===== config.mk =====
export PLATFORM = sky130hd
export DESIGN_NAME = bioc_binary_io
export DESIGN_NICKNAME = d
export VERILOG_FILES = /design/src/bioc_pkg.sv /design/src/bioc_binary_io.sv
export SDC_FILE = /design/constraint.sdc
export NUM_CORES = 2
export LEC_CHECK = 0
export BUFFER_PORTS_ARGS = -buffer_cell sky130_fd_sc_hd__buf_2
export CAP_MARGIN = 0
export CORE_ASPECT_RATIO = 0.75
export CORE_MARGIN = 8
export CORE_UTILIZATION = 55
export DETAILED_ROUTE_END_ITERATION = 8
export PLACE_DENSITY = 0.71
export SLEW_MARGIN = 25
export SYNTH_ARGS = -nofsm -noshare
export SYNTH_HDL_FRONTEND = slang
export SYNTH_SLANG_ARGS = --single-unit

===== constraint.sdc =====
create_clock -name mclk_i -period 3.8 [get_ports mclk_i]
set_clock_uncertainty 0.2 [all_clocks]
set_input_delay 0 -clock mclk_i [delete_from_list [all_inputs] [get_ports mclk_i]]
set_output_delay 0 -clock mclk_i [all_outputs]
set_load 0.005 [all_outputs]

===== src/bioc_pkg.sv =====
// bioc_pkg: constants, register map and field layout of the binary I/O
// conditioning block.
// assumes a 10 MHz device clock and a plain single-cycle register port.
//
// Function
// - input change taken at once, timer starts
// - accepted state held until debounce timer expires
// - per-input polarity inversion of conditioned input
// - seven trigger slots per output, ORed together
// - per-slot inversion before the OR
// - unassigned slot always contributes zero
// - per-output collective inversion of combined state
// - no slot assigned: combined state forced zero
// - energize principle selects working or closed-circuit coil
// - unlatched contact follows combined state continuously
// - latched contact holds set state until acknowledged
// - own clear signal releases latch once triggers drop
// - acknowledge only after triggers drop and retention elapses
// - contact held at least minimum dwell after change
// - latch clears on panel, own, unlatch, unassigned
// - latched states restored from retained storage after restart
// - global clear all latches, only with remote permit
// - health LED flashes during boot, steady afterwards
// - health contact energized after clean boot, no fault

package bioc_pkg;

   // ------------
   // timing
   // ------------
   localparam int CLK_HZ        = 10_000_000;
   localparam int TICK_TIME_US  = 1000;
   localparam int TICK_CYC      = CLK_HZ / 1_000_000 * TICK_TIME_US;
   localparam int FLASH_TIME_MS = 250;
   localparam int FLASH_TICKS   = FLASH_TIME_MS * 1000 / TICK_TIME_US;

   // ------------
   // widths and counts
   // ------------
   localparam int ADDR_W = 8;
   localparam int DATA_W = 32;
   localparam int T_W    = 16;
   localparam int SRC_W  = 4;
   localparam int N_SLOT = 7;
   localparam int N_IN   = 8;
   localparam int N_EXT  = 7;
   localparam int N_SRC  = 1 + N_IN + N_EXT;

   // ------------
   // register map (word addresses)
   // ------------
   localparam logic [ADDR_W-1:0] A_CTRL     = 8'h00;
   localparam logic [ADDR_W-1:0] A_IN_INV   = 8'h01;
   localparam logic [ADDR_W-1:0] A_CMD      = 8'h02;
   localparam logic [ADDR_W-1:0] A_DIN      = 8'h03;
   localparam logic [ADDR_W-1:0] A_OUT      = 8'h04;
   localparam logic [ADDR_W-1:0] A_LATCH    = 8'h05;
   localparam logic [ADDR_W-1:0] A_HEALTH   = 8'h06;
   localparam logic [ADDR_W-1:0] A_DB_BASE  = 8'h10;
   localparam logic [ADDR_W-1:0] A_OUT_BASE = 8'h20;
   localparam int                OUT_STRIDE = 4;
   localparam logic [ADDR_W-1:0] OFS_CFG    = 8'h00;
   localparam logic [ADDR_W-1:0] OFS_SLOT   = 8'h01;
   localparam logic [ADDR_W-1:0] OFS_TOFF   = 8'h02;
   localparam logic [ADDR_W-1:0] OFS_THOLD  = 8'h03;

   // ------------
   // field positions
   // ------------
   localparam int CTRL_PERMIT   = 0;
   localparam int CMD_PANEL     = 0;
   localparam int CMD_SCADA_ALL = 1;
   localparam int CFG_COLL_INV  = 0;
   localparam int CFG_CLOSED    = 1;
   localparam int CFG_LATCH     = 2;
   localparam int CFG_CLR_LSB   = 8;
   localparam int CFG_SINV_LSB  = 16;

   // ------------
   // reset values
   // ------------
   localparam logic [DATA_W-1:0] RST_WORD = 32'h0000_0000;
   localparam logic [T_W-1:0]    RST_T    = 16'h0000;

endpackage : bioc_pkg


===== src/bioc_binary_io.sv =====
// bioc_binary_io: debounced digital inputs, output relay logic with
// latching, retention and dwell, plus the fixed health contact and LED.
// assumes synchronous inputs and an external retained store for latches.
//
// The strobed register port and the placing of the registers were chosen for this implementation.

`timescale 1ns/1ns
`default_nettype none

module bioc_binary_io
   import bioc_pkg::*;
#(
   parameter int N_OUT    = 4,                   // relays, at most 8
   parameter int TICK_CYC = bioc_pkg::TICK_CYC   // clock cycles per tick
)(
   input  wire logic                       mclk_i,                      // clock
   input  wire logic                       reset_n_i,                   // reset
   input  wire logic [bioc_pkg::ADDR_W-1:0] addr_i,                     // reg addr
   input  wire logic [bioc_pkg::DATA_W-1:0] wr_data_i,                  // wr data
   input  wire logic                       wr_i,                        // wr strobe
   input  wire logic                       rd_i,                        // rd strobe
   output logic      [bioc_pkg::DATA_W-1:0] rd_data_o,                  // rd data
   input  wire logic [bioc_pkg::N_IN-1:0]  din_raw_i,                   // field in
   input  wire logic [bioc_pkg::N_EXT-1:0] ext_sig_i,                   // triggers
   input  wire logic                       panel_clear_i,               // C key
   input  wire logic                       all_outputs_clear_signal_i,  // clr all
   input  wire logic                       boot_done_i,                 // booted
   input  wire logic                       int_fault_i,                 // fault
   input  wire logic [N_OUT-1:0]           nv_latch_i,                  // retained
   output logic      [N_OUT-1:0]           relay_o,                     // coils
   output logic      [N_OUT-1:0]           nv_latch_o,                  // to store
   output logic                            health_contact_o,            // life
   output logic                            health_led_o                 // OK LED
);
   import bioc_pkg::*;

   localparam int TK_W = $clog2(TICK_CYC + 1);
   localparam int FL_W = $clog2(FLASH_TICKS + 1);
   localparam logic [TK_W-1:0] TICK_LAST = TK_W'(TICK_CYC - 1);
   localparam logic [FL_W-1:0] FLASH_LAST = FL_W'(FLASH_TICKS - 1);

   // ------------------------------------------------------------
   // tick divider and flash generator
   // ------------------------------------------------------------
   logic [TK_W-1:0] tick_cnt_r, tick_cnt_nxt;
   logic            tick_r, tick_nxt;
   logic [FL_W-1:0] fl_cnt_r, fl_cnt_nxt;
   logic            flash_r, flash_nxt;

   always_comb
   begin
      tick_nxt   = (tick_cnt_r == TICK_LAST);
      tick_cnt_nxt = tick_nxt ? '0 : tick_cnt_r + 1'b1;
      fl_cnt_nxt = fl_cnt_r;
      flash_nxt  = flash_r;
      if (tick_r)
      begin
         fl_cnt_nxt = (fl_cnt_r == FLASH_LAST) ? '0 : fl_cnt_r + 1'b1;
         if (fl_cnt_r == FLASH_LAST)
            flash_nxt = ~flash_r;
      end
   end

   always_ff @(posedge mclk_i or negedge reset_n_i)
   begin
      if (!reset_n_i)
      begin
         tick_cnt_r <= '0;
         tick_r     <= 1'b0;
         fl_cnt_r   <= '0;
         flash_r    <= 1'b0;
      end
      else
      begin
         tick_cnt_r <= tick_cnt_nxt;
         tick_r     <= tick_nxt;
         fl_cnt_r   <= fl_cnt_nxt;
         flash_r    <= flash_nxt;
      end
   end

   // ------------------------------------------------------------
   // register file
   // ------------------------------------------------------------
   logic [DATA_W-1:0] ctrl_r, ctrl_nxt;
   logic [N_IN-1:0]   in_inv_r, in_inv_nxt;
   logic [T_W-1:0]    db_time_r [N_IN];
   logic [T_W-1:0]    db_time_nxt [N_IN];
   logic [DATA_W-1:0] cfg_r [N_OUT];
   logic [DATA_W-1:0] cfg_nxt [N_OUT];
   logic [DATA_W-1:0] slot_r [N_OUT];
   logic [DATA_W-1:0] slot_nxt [N_OUT];
   logic [T_W-1:0]    toff_r [N_OUT];
   logic [T_W-1:0]    toff_nxt [N_OUT];
   logic [T_W-1:0]    thold_r [N_OUT];
   logic [T_W-1:0]    thold_nxt [N_OUT];
   logic [DATA_W-1:0] rd_data_r, rd_data_nxt;
   logic              cmd_wr;

   logic [N_IN-1:0]   din_cond;
   logic [N_OUT-1:0]  contact_st;
   logic [N_OUT-1:0]  latch_st;

   function automatic logic [ADDR_W-1:0] out_addr(input int j,
                                                   input logic [ADDR_W-1:0] o);
      out_addr = A_OUT_BASE + ADDR_W'(j * OUT_STRIDE) + o;
   endfunction : out_addr

   assign cmd_wr = wr_i && (addr_i == A_CMD);

   always_comb
   begin
      ctrl_nxt    = ctrl_r;
      in_inv_nxt  = in_inv_r;
      db_time_nxt = db_time_r;
      cfg_nxt     = cfg_r;
      slot_nxt    = slot_r;
      toff_nxt    = toff_r;
      thold_nxt   = thold_r;
      rd_data_nxt = '0;
      if (wr_i)
      begin
         if (addr_i == A_CTRL)
            ctrl_nxt = wr_data_i;
         if (addr_i == A_IN_INV)
            in_inv_nxt = wr_data_i[N_IN-1:0];
         for (int i = 0; i < N_IN; i++)
            if (addr_i == A_DB_BASE + ADDR_W'(i))
               db_time_nxt[i] = wr_data_i[T_W-1:0];
         for (int j = 0; j < N_OUT; j++)
         begin
            if (addr_i == out_addr(j, OFS_CFG))
               cfg_nxt[j] = wr_data_i;
            if (addr_i == out_addr(j, OFS_SLOT))
               slot_nxt[j] = wr_data_i;
            if (addr_i == out_addr(j, OFS_TOFF))
               toff_nxt[j] = wr_data_i[T_W-1:0];
            if (addr_i == out_addr(j, OFS_THOLD))
               thold_nxt[j] = wr_data_i[T_W-1:0];
         end
      end
      // read data live for exactly the cycle after the strobe
      if (rd_i)
      begin
         if (addr_i == A_CTRL)
            rd_data_nxt = ctrl_r;
         if (addr_i == A_IN_INV)
            rd_data_nxt = DATA_W'(in_inv_r);
         if (addr_i == A_DIN)
            rd_data_nxt = DATA_W'(din_cond);
         if (addr_i == A_OUT)
            rd_data_nxt = DATA_W'(contact_st);
         if (addr_i == A_LATCH)
            rd_data_nxt = DATA_W'(latch_st);
         if (addr_i == A_HEALTH)
            rd_data_nxt = DATA_W'({health_led_o, health_contact_o});
         for (int i = 0; i < N_IN; i++)
            if (addr_i == A_DB_BASE + ADDR_W'(i))
               rd_data_nxt = DATA_W'(db_time_r[i]);
         for (int j = 0; j < N_OUT; j++)
         begin
            if (addr_i == out_addr(j, OFS_CFG))
               rd_data_nxt = cfg_r[j];
            if (addr_i == out_addr(j, OFS_SLOT))
               rd_data_nxt = slot_r[j];
            if (addr_i == out_addr(j, OFS_TOFF))
               rd_data_nxt = DATA_W'(toff_r[j]);
            if (addr_i == out_addr(j, OFS_THOLD))
               rd_data_nxt = DATA_W'(thold_r[j]);
         end
      end
   end

   always_ff @(posedge mclk_i or negedge reset_n_i)
   begin
      if (!reset_n_i)
      begin
         ctrl_r    <= RST_WORD;
         in_inv_r  <= '0;
         rd_data_r <= RST_WORD;
         for (int i = 0; i < N_IN; i++)
            db_time_r[i] <= RST_T;
         for (int j = 0; j < N_OUT; j++)
         begin
            cfg_r[j]   <= RST_WORD;
            slot_r[j]  <= RST_WORD;
            toff_r[j]  <= RST_T;
            thold_r[j] <= RST_T;
         end
      end
      else
      begin
         ctrl_r      <= ctrl_nxt;
         in_inv_r    <= in_inv_nxt;
         rd_data_r   <= rd_data_nxt;
         db_time_r   <= db_time_nxt;
         cfg_r       <= cfg_nxt;
         slot_r      <= slot_nxt;
         toff_r      <= toff_nxt;
         thold_r     <= thold_nxt;
      end
   end

   assign rd_data_o = rd_data_r;

   // ------------------------------------------------------------
   // input debounce
   // ------------------------------------------------------------
   logic [N_IN-1:0] acc_r, acc_nxt;
   logic [N_IN-1:0] db_run_r, db_run_nxt;
   logic [T_W-1:0]  db_cnt_r [N_IN];
   logic [T_W-1:0]  db_cnt_nxt [N_IN];

   always_comb
   begin
      acc_nxt    = acc_r;
      db_run_nxt = db_run_r;
      db_cnt_nxt = db_cnt_r;
      for (int i = 0; i < N_IN; i++)
      begin
         if (!db_run_r[i])
         begin
            if (din_raw_i[i] != acc_r[i])
            begin
               acc_nxt[i]    = din_raw_i[i];
               db_run_nxt[i] = 1'b1;
               db_cnt_nxt[i] = '0;
            end
         end
         else if (db_cnt_r[i] >= db_time_r[i])
            db_run_nxt[i] = 1'b0;
         else if (tick_r)
            db_cnt_nxt[i] = db_cnt_r[i] + 1'b1;
      end
   end

   always_ff @(posedge mclk_i or negedge reset_n_i)
   begin
      if (!reset_n_i)
      begin
         acc_r    <= '0;
         db_run_r <= '0;
         for (int i = 0; i < N_IN; i++)
            db_cnt_r[i] <= RST_T;
      end
      else
      begin
         acc_r    <= acc_nxt;
         db_run_r <= db_run_nxt;
         db_cnt_r <= db_cnt_nxt;
      end
   end

   assign din_cond = acc_r ^ in_inv_r;

   // ------------------------------------------------------------
   // common clear requests and restore flag
   // ------------------------------------------------------------
   logic [N_SRC-1:0] src_vec;
   logic             panel_clr;
   logic             global_clr;
   logic             restore_r;

   assign src_vec   = {ext_sig_i, din_cond, 1'b0};
   assign panel_clr = panel_clear_i || (cmd_wr && wr_data_i[CMD_PANEL]);
   assign global_clr = ctrl_r[CTRL_PERMIT] &&
                       (all_outputs_clear_signal_i ||
                        (cmd_wr && wr_data_i[CMD_SCADA_ALL]));

   // latches come back from the retained store one cycle after release
   always_ff @(posedge mclk_i or negedge reset_n_i)
   begin
      if (!reset_n_i)
         restore_r <= 1'b1;
      else
         restore_r <= 1'b0;
   end

   // ------------------------------------------------------------
   // output relay channels
   // ------------------------------------------------------------
   for (genvar j = 0; j < N_OUT; j++)
   begin : g_out
      logic [N_SLOT-1:0] slot_sig;
      logic [N_SLOT-1:0] slot_used;
      logic              trig_or;
      logic              comb_st;
      logic              own_clr;
      logic              clr_req;
      logic              ack_ok;
      logic              demand;
      logic [SRC_W-1:0]  clr_src;
      logic              latch_r, latch_nxt;
      logic              st_r, st_nxt;
      logic              coil_r, coil_nxt;
      logic [T_W-1:0]    off_cnt_r, off_cnt_nxt;
      logic [T_W-1:0]    hold_cnt_r, hold_cnt_nxt;

      always_comb
      begin
         for (int k = 0; k < N_SLOT; k++)
         begin
            slot_used[k] = (slot_r[j][k*SRC_W +: SRC_W] != '0);
            slot_sig[k]  = slot_used[k] &&
                           (src_vec[slot_r[j][k*SRC_W +: SRC_W]] ^
                            cfg_r[j][CFG_SINV_LSB + k]);
         end
      end

      assign trig_or = |slot_sig;
      assign comb_st = (|slot_used) &&
                       (trig_or ^ cfg_r[j][CFG_COLL_INV]);
      assign clr_src = cfg_r[j][CFG_CLR_LSB +: SRC_W];
      assign own_clr = cfg_r[j][CFG_LATCH] && (clr_src != '0) &&
                       src_vec[clr_src];
      assign clr_req = panel_clr || own_clr || global_clr ||
                       !cfg_r[j][CFG_LATCH] || !(|slot_used);
      // clear only once the setting state is gone and retention ran out
      assign ack_ok  = !comb_st && (off_cnt_r >= toff_r[j]);

      always_comb
      begin
         latch_nxt   = latch_r;
         off_cnt_nxt = off_cnt_r;
         if (comb_st)
            off_cnt_nxt = '0;
         else if (tick_r && (off_cnt_r < toff_r[j]))
            off_cnt_nxt = off_cnt_r + 1'b1;
         if (restore_r)
            latch_nxt = nv_latch_i[j];
         else if (cfg_r[j][CFG_LATCH] && comb_st)
            latch_nxt = 1'b1;
         else if (clr_req && ack_ok)
            latch_nxt = 1'b0;
      end

      // set beats clear: a set state in the clear cycle keeps the latch
      assign demand = cfg_r[j][CFG_LATCH] ? (latch_r || comb_st)
                                          : comb_st;

      always_comb
      begin
         st_nxt       = st_r;
         hold_cnt_nxt = hold_cnt_r;
         if ((demand != st_r) && (hold_cnt_r >= thold_r[j]))
         begin
            st_nxt       = demand;
            hold_cnt_nxt = '0;
         end
         else if (tick_r && (hold_cnt_r < thold_r[j]))
            hold_cnt_nxt = hold_cnt_r + 1'b1;
         coil_nxt = st_nxt ^ cfg_r[j][CFG_CLOSED];
      end

      always_ff @(posedge mclk_i or negedge reset_n_i)
      begin
         if (!reset_n_i)
         begin
            latch_r    <= 1'b0;
            st_r       <= 1'b0;
            coil_r     <= 1'b0;
            off_cnt_r  <= RST_T;
            hold_cnt_r <= RST_T;
         end
         else
         begin
            latch_r    <= latch_nxt;
            st_r       <= st_nxt;
            coil_r     <= coil_nxt;
            off_cnt_r  <= off_cnt_nxt;
            hold_cnt_r <= hold_cnt_nxt;
         end
      end

      assign relay_o[j]    = coil_r;
      assign nv_latch_o[j] = latch_r;
      assign contact_st[j] = st_r;
      assign latch_st[j]   = latch_r;
   end

   // ------------------------------------------------------------
   // health contact and LED
   // ------------------------------------------------------------
   logic contact_r, contact_nxt;
   logic led_r, led_nxt;

   always_comb
   begin
      contact_nxt = boot_done_i && !int_fault_i;
      led_nxt     = boot_done_i ? 1'b1 : flash_r;
   end

   always_ff @(posedge mclk_i or negedge reset_n_i)
   begin
      if (!reset_n_i)
      begin
         contact_r <= 1'b0;
         led_r     <= 1'b0;
      end
      else
      begin
         contact_r <= contact_nxt;
         led_r     <= led_nxt;
      end
   end

   assign health_contact_o = contact_r;
   assign health_led_o     = led_r;

endmodule : bioc_binary_io

`default_nettype wire


==> metrics <==
FF+latch area 22,400 um^2; Worst Path Required 4.18 ns; Clock Sinks 895; hold_ws 0.0343 ns; met2 Resource Use GR 44.4%; layout cells sized above 1 23.5%; dpl cells 6,447; Netlist cell types 94; number of synthesized flops with an enable pin 0; Crit. End Element flip-flop; Cells after Synth 5,151; Clk pin slew, worst setup/hold paths 0.06 ns; CTS tree yes; post-route DRC violation count 0; GRT overflow 0; Synth Flop Type dfrtp_1; final setup TNS 0 ns; commonest non-fill, non-tap cell in the layout dfrtp_1; syn_nets 5,493; synth top area cells dfrtp_1, mux2_2, ha_1, mux4_2, xnor2_1; H-tree Lvls 3; max_cap viols 0; TritonRoute pass-1 iters 8; Int Pwr 18.2 mW; Via-to-Cell Ratio 6.64; Peak VDD IR 392 uV; initial core utilization 55.6%; syn avg cell area 10.3 um^2; Switching Share 31.3%; cts bufs inserted 94; largest net degree at the start of global routing 127; Place WS -0.0121 ns; FMAX 0.265 GHz; Seq/Total Area, Yosys 42.1%; placed cell areas 56,400 um^2; outcome complete, no violations; asr flop ratio synth 100%; gpl congestion 1.03; First DRT Iteration DRCs 5,977; period utilization 99.5%; Post-DP HPWL 130,000 um; fillcell total 7,609; antenna-violating nets left 0; Slew HR 22.9%; Die Wd 375 um; net switching power 8.29 mW; worst endpoint data arrival time 4.16 ns; routed len/inst 27.6 um; Die ar. 107,000 um^2; # rows 98; Clock Latency Late Sink 0.71 ns; root buf cell clkbuf_16; Non-Filler Instances 6,698; post-synth top area cell dfrtp_1; final worst slack 0.0207 ns; min Tclk post-route 3.78 ns; DRT Wirelength 185,000 um; Synth Cell Area 53,200 um^2; FF+latch count, synth 895; Fin. Hold Viols 0; Core Region 95,600 um^2; share of the synthesized area in the top cell type 42.0%; clock power share 37.5%; synth warn 0; PwrDens 436 nW/um^2; nature of the critical path startpoint flip-flop; Final setup viols 0; Finished Cell Area 60,700 um^2; Die Ht 285 um; routed via count 44.5k; vias in the first global route 42.3k; antenna violations before repair 10; Hold WC Path Type input pin to flip-flop; Crit Path Class flip-flop to flip-flop; Leakage 27.7 nW; met1 Use GR 49.9%; Reg power frac 40.0%; Comb pwr share 22.5%; multi-input combinational cell area 28,500 um^2; global routing's busiest layer met1; Syn-to-layout area delta 14.2%; Max clock buf depth 3; Buffers on Ports 108; fin nets 5,716; Least-Margin Pin Slew 1.16 ns; Global Route met3 Usage 11.4%; most frequent cells in the layout dfrtp_1, mux2_2, inv_1; Total GRT Usage 33.4%; first-pass GRT wire length 275,000 um; I/O pin count 109; Max FO, Critical Path 8; Final Max Slew Viols 0
kinds of logic (layout without fill, tap and decap cells):
| group | count (synthesis) | count (layout) | share of synthesized area (%) |
|---|---|---|---|
| AND/OR/NAND/NOR | 1342 | 1342 | 12.6 |
| AO/OA/AOI/OAI | 1010 | 1011 | 12.6 |
| flip-flops | 895 | 895 | 42.1 |
| multiplexers | 747 | 747 | 17.8 |
| buffers and inverters | 661 | 953 | 4.82 |
| adder cells (fa/ha/maj) | 275 | 275 | 6.47 |
| XOR/XNOR | 220 | 220 | 3.62 |
| other | 1 | 5 | 0.00705 |
through the flow:
| stage | power (mW) | util, % |
|---|---|---|
| floorplan | 13.7 | - |
| global placement | 16.0 | 59.0 |
| detailed placement | 16.1 | 59.0 |
| CTS | 26.1 | 63.2 |
| global route | 27.3 | 63.5 |
| finish | 26.5 | 63.5 |
final timing paths:
check / start / endpoint / slack, ns / depth (start not counted)
max: acc_r[7]$_DFFE_PN0P_ / g_out[1].hold_cnt_r[7]$_DFFE_PN0P_ / 0.02 / 14
min reg2reg: flash_r$_DFFE_PN0P_ / flash_r$_DFFE_PN0P_ / 0.26 / 1
max reg2reg: acc_r[7]$_DFFE_PN0P_ / g_out[1].hold_cnt_r[7]$_DFFE_PN0P_ / 0.02 / 14
max in group asynchronous: reset_n_i / db_cnt_r[69]$_DFFE_PN0P_ / 2.23 / 5
min in group asynchronous: reset_n_i / tick_cnt_r[13]$_DFF_PN0_ / 0.35 / 4
min: rd_i / rd_data_o[8]$_DFF_PN0_ / 0.03 / 4
cell usage after synthesis (all sizes together), types with 12 or more instances:
| cell type | number |
|---|---|
| xor2 | 53 |
| buf | 68 |
| nand4 | 67 |
| and3 | 50 |
| nor2 | 335 |
| or4 | 32 |
| or3 | 54 |
| nand3b | 52 |
| nand3 | 146 |
| dfrtp | 894 |
| nor2b | 35 |
| mux2 | 576 |
| o21ai | 199 |
| a221oi | 53 |
| nor3 | 103 |
| nand2b | 30 |
| o221ai | 15 |
| a22oi | 101 |
| inv | 333 |
| o31ai | 24 |
| nor4 | 60 |
| a31oi | 51 |
| o21a | 30 |
| ha | 275 |
| mux2i | 71 |
| o22ai | 42 |
| a211oi | 31 |
| xnor2 | 167 |
| nor3b | 12 |
| or2 | 12 |
| a21oi | 242 |
| a21o | 89 |
| nand2 | 323 |
| o211ai | 21 |
| a2111oi | 24 |
| clkbuf | 258 |
| mux4 | 100 |
what timing repair did:
item                       in CTS  in global routing
hold buffers                   73                  0
hold endpoints to repair     1487                  0
gates cloned                    0                  3
buffers inserted                0                  3
resized for setup               1                 21
setup endpoints to repair      16                114
pin swaps                       0                  9
per-layer routing:
metal	wire length, um	vias up
li1	-	19200
met1	79500	22200
met2	73100	2598
met3	24700	495
met4	7650	8
met5	61	-
power groups by stage:
| stage | Sequential [mW] | Combinational, mW | Clock (mW) |
|---|---|---|---|
| CTS | 10.5 | 5.52 | 10.0 |
| finish | 10.6 | 5.96 | 9.94 |
| global route | 10.6 | 6.26 | 10.4 |
| detailed placement | 10.7 | 5.42 | 0 |
| floorplan | 10.4 | 3.31 | 0 |
| global placement | 10.7 | 5.32 | 0 |
worst max-delay path, cell delays in order, from the launching register on:
cell and delay, ns:
dfrtp_2 0.44, xor2_4 0.24, buf_6 0.17, mux4_2 0.44, mux2_2 0.28, a22oi_2 0.19
mux2i_2 0.11, nor4_4 0.45, a221oi_2 0.12, buf_4 0.16, o31ai_1 0.24, nor3b_4 0.28
buf_12 0.16, clkbuf_16 0.14, nor2_1 0.04
sequential cells by signal, summed over array words and instances (netlist names), 4 cells and up:
register	cells
g_out.off_cnt_r	64
g_out.latch_r	4
db_time_r	128
cfg_r	128
acc_r	8
thold_r	64
toff_r	64
tick_cnt_r	14
g_out.hold_cnt_r	64
fl_cnt_r	8
db_run_r	8
in_inv_r	8
rd_data_o	32
slot_r	128
g_out.st_r	4
db_cnt_r	128
g_out.coil_r	4
ctrl_r	32
final cells by class:
| class | count | area share [%] |
|---|---|---|
| Clock inverter | 35 | 0.970 |
| Sequential cell | 895 | 36.9 |
| Inverter | 335 | 2.07 |
| Timing Repair Buffer | 452 | 6.13 |
| Antenna cell | 4 | 0.0165 |
| Clock buffer | 131 | 4.38 |
| Tap cell | 1250 | 2.57 |
| Multi-Input combinational cell | 3596 | 47.0 |
Power figures use the tool's default switching activity.
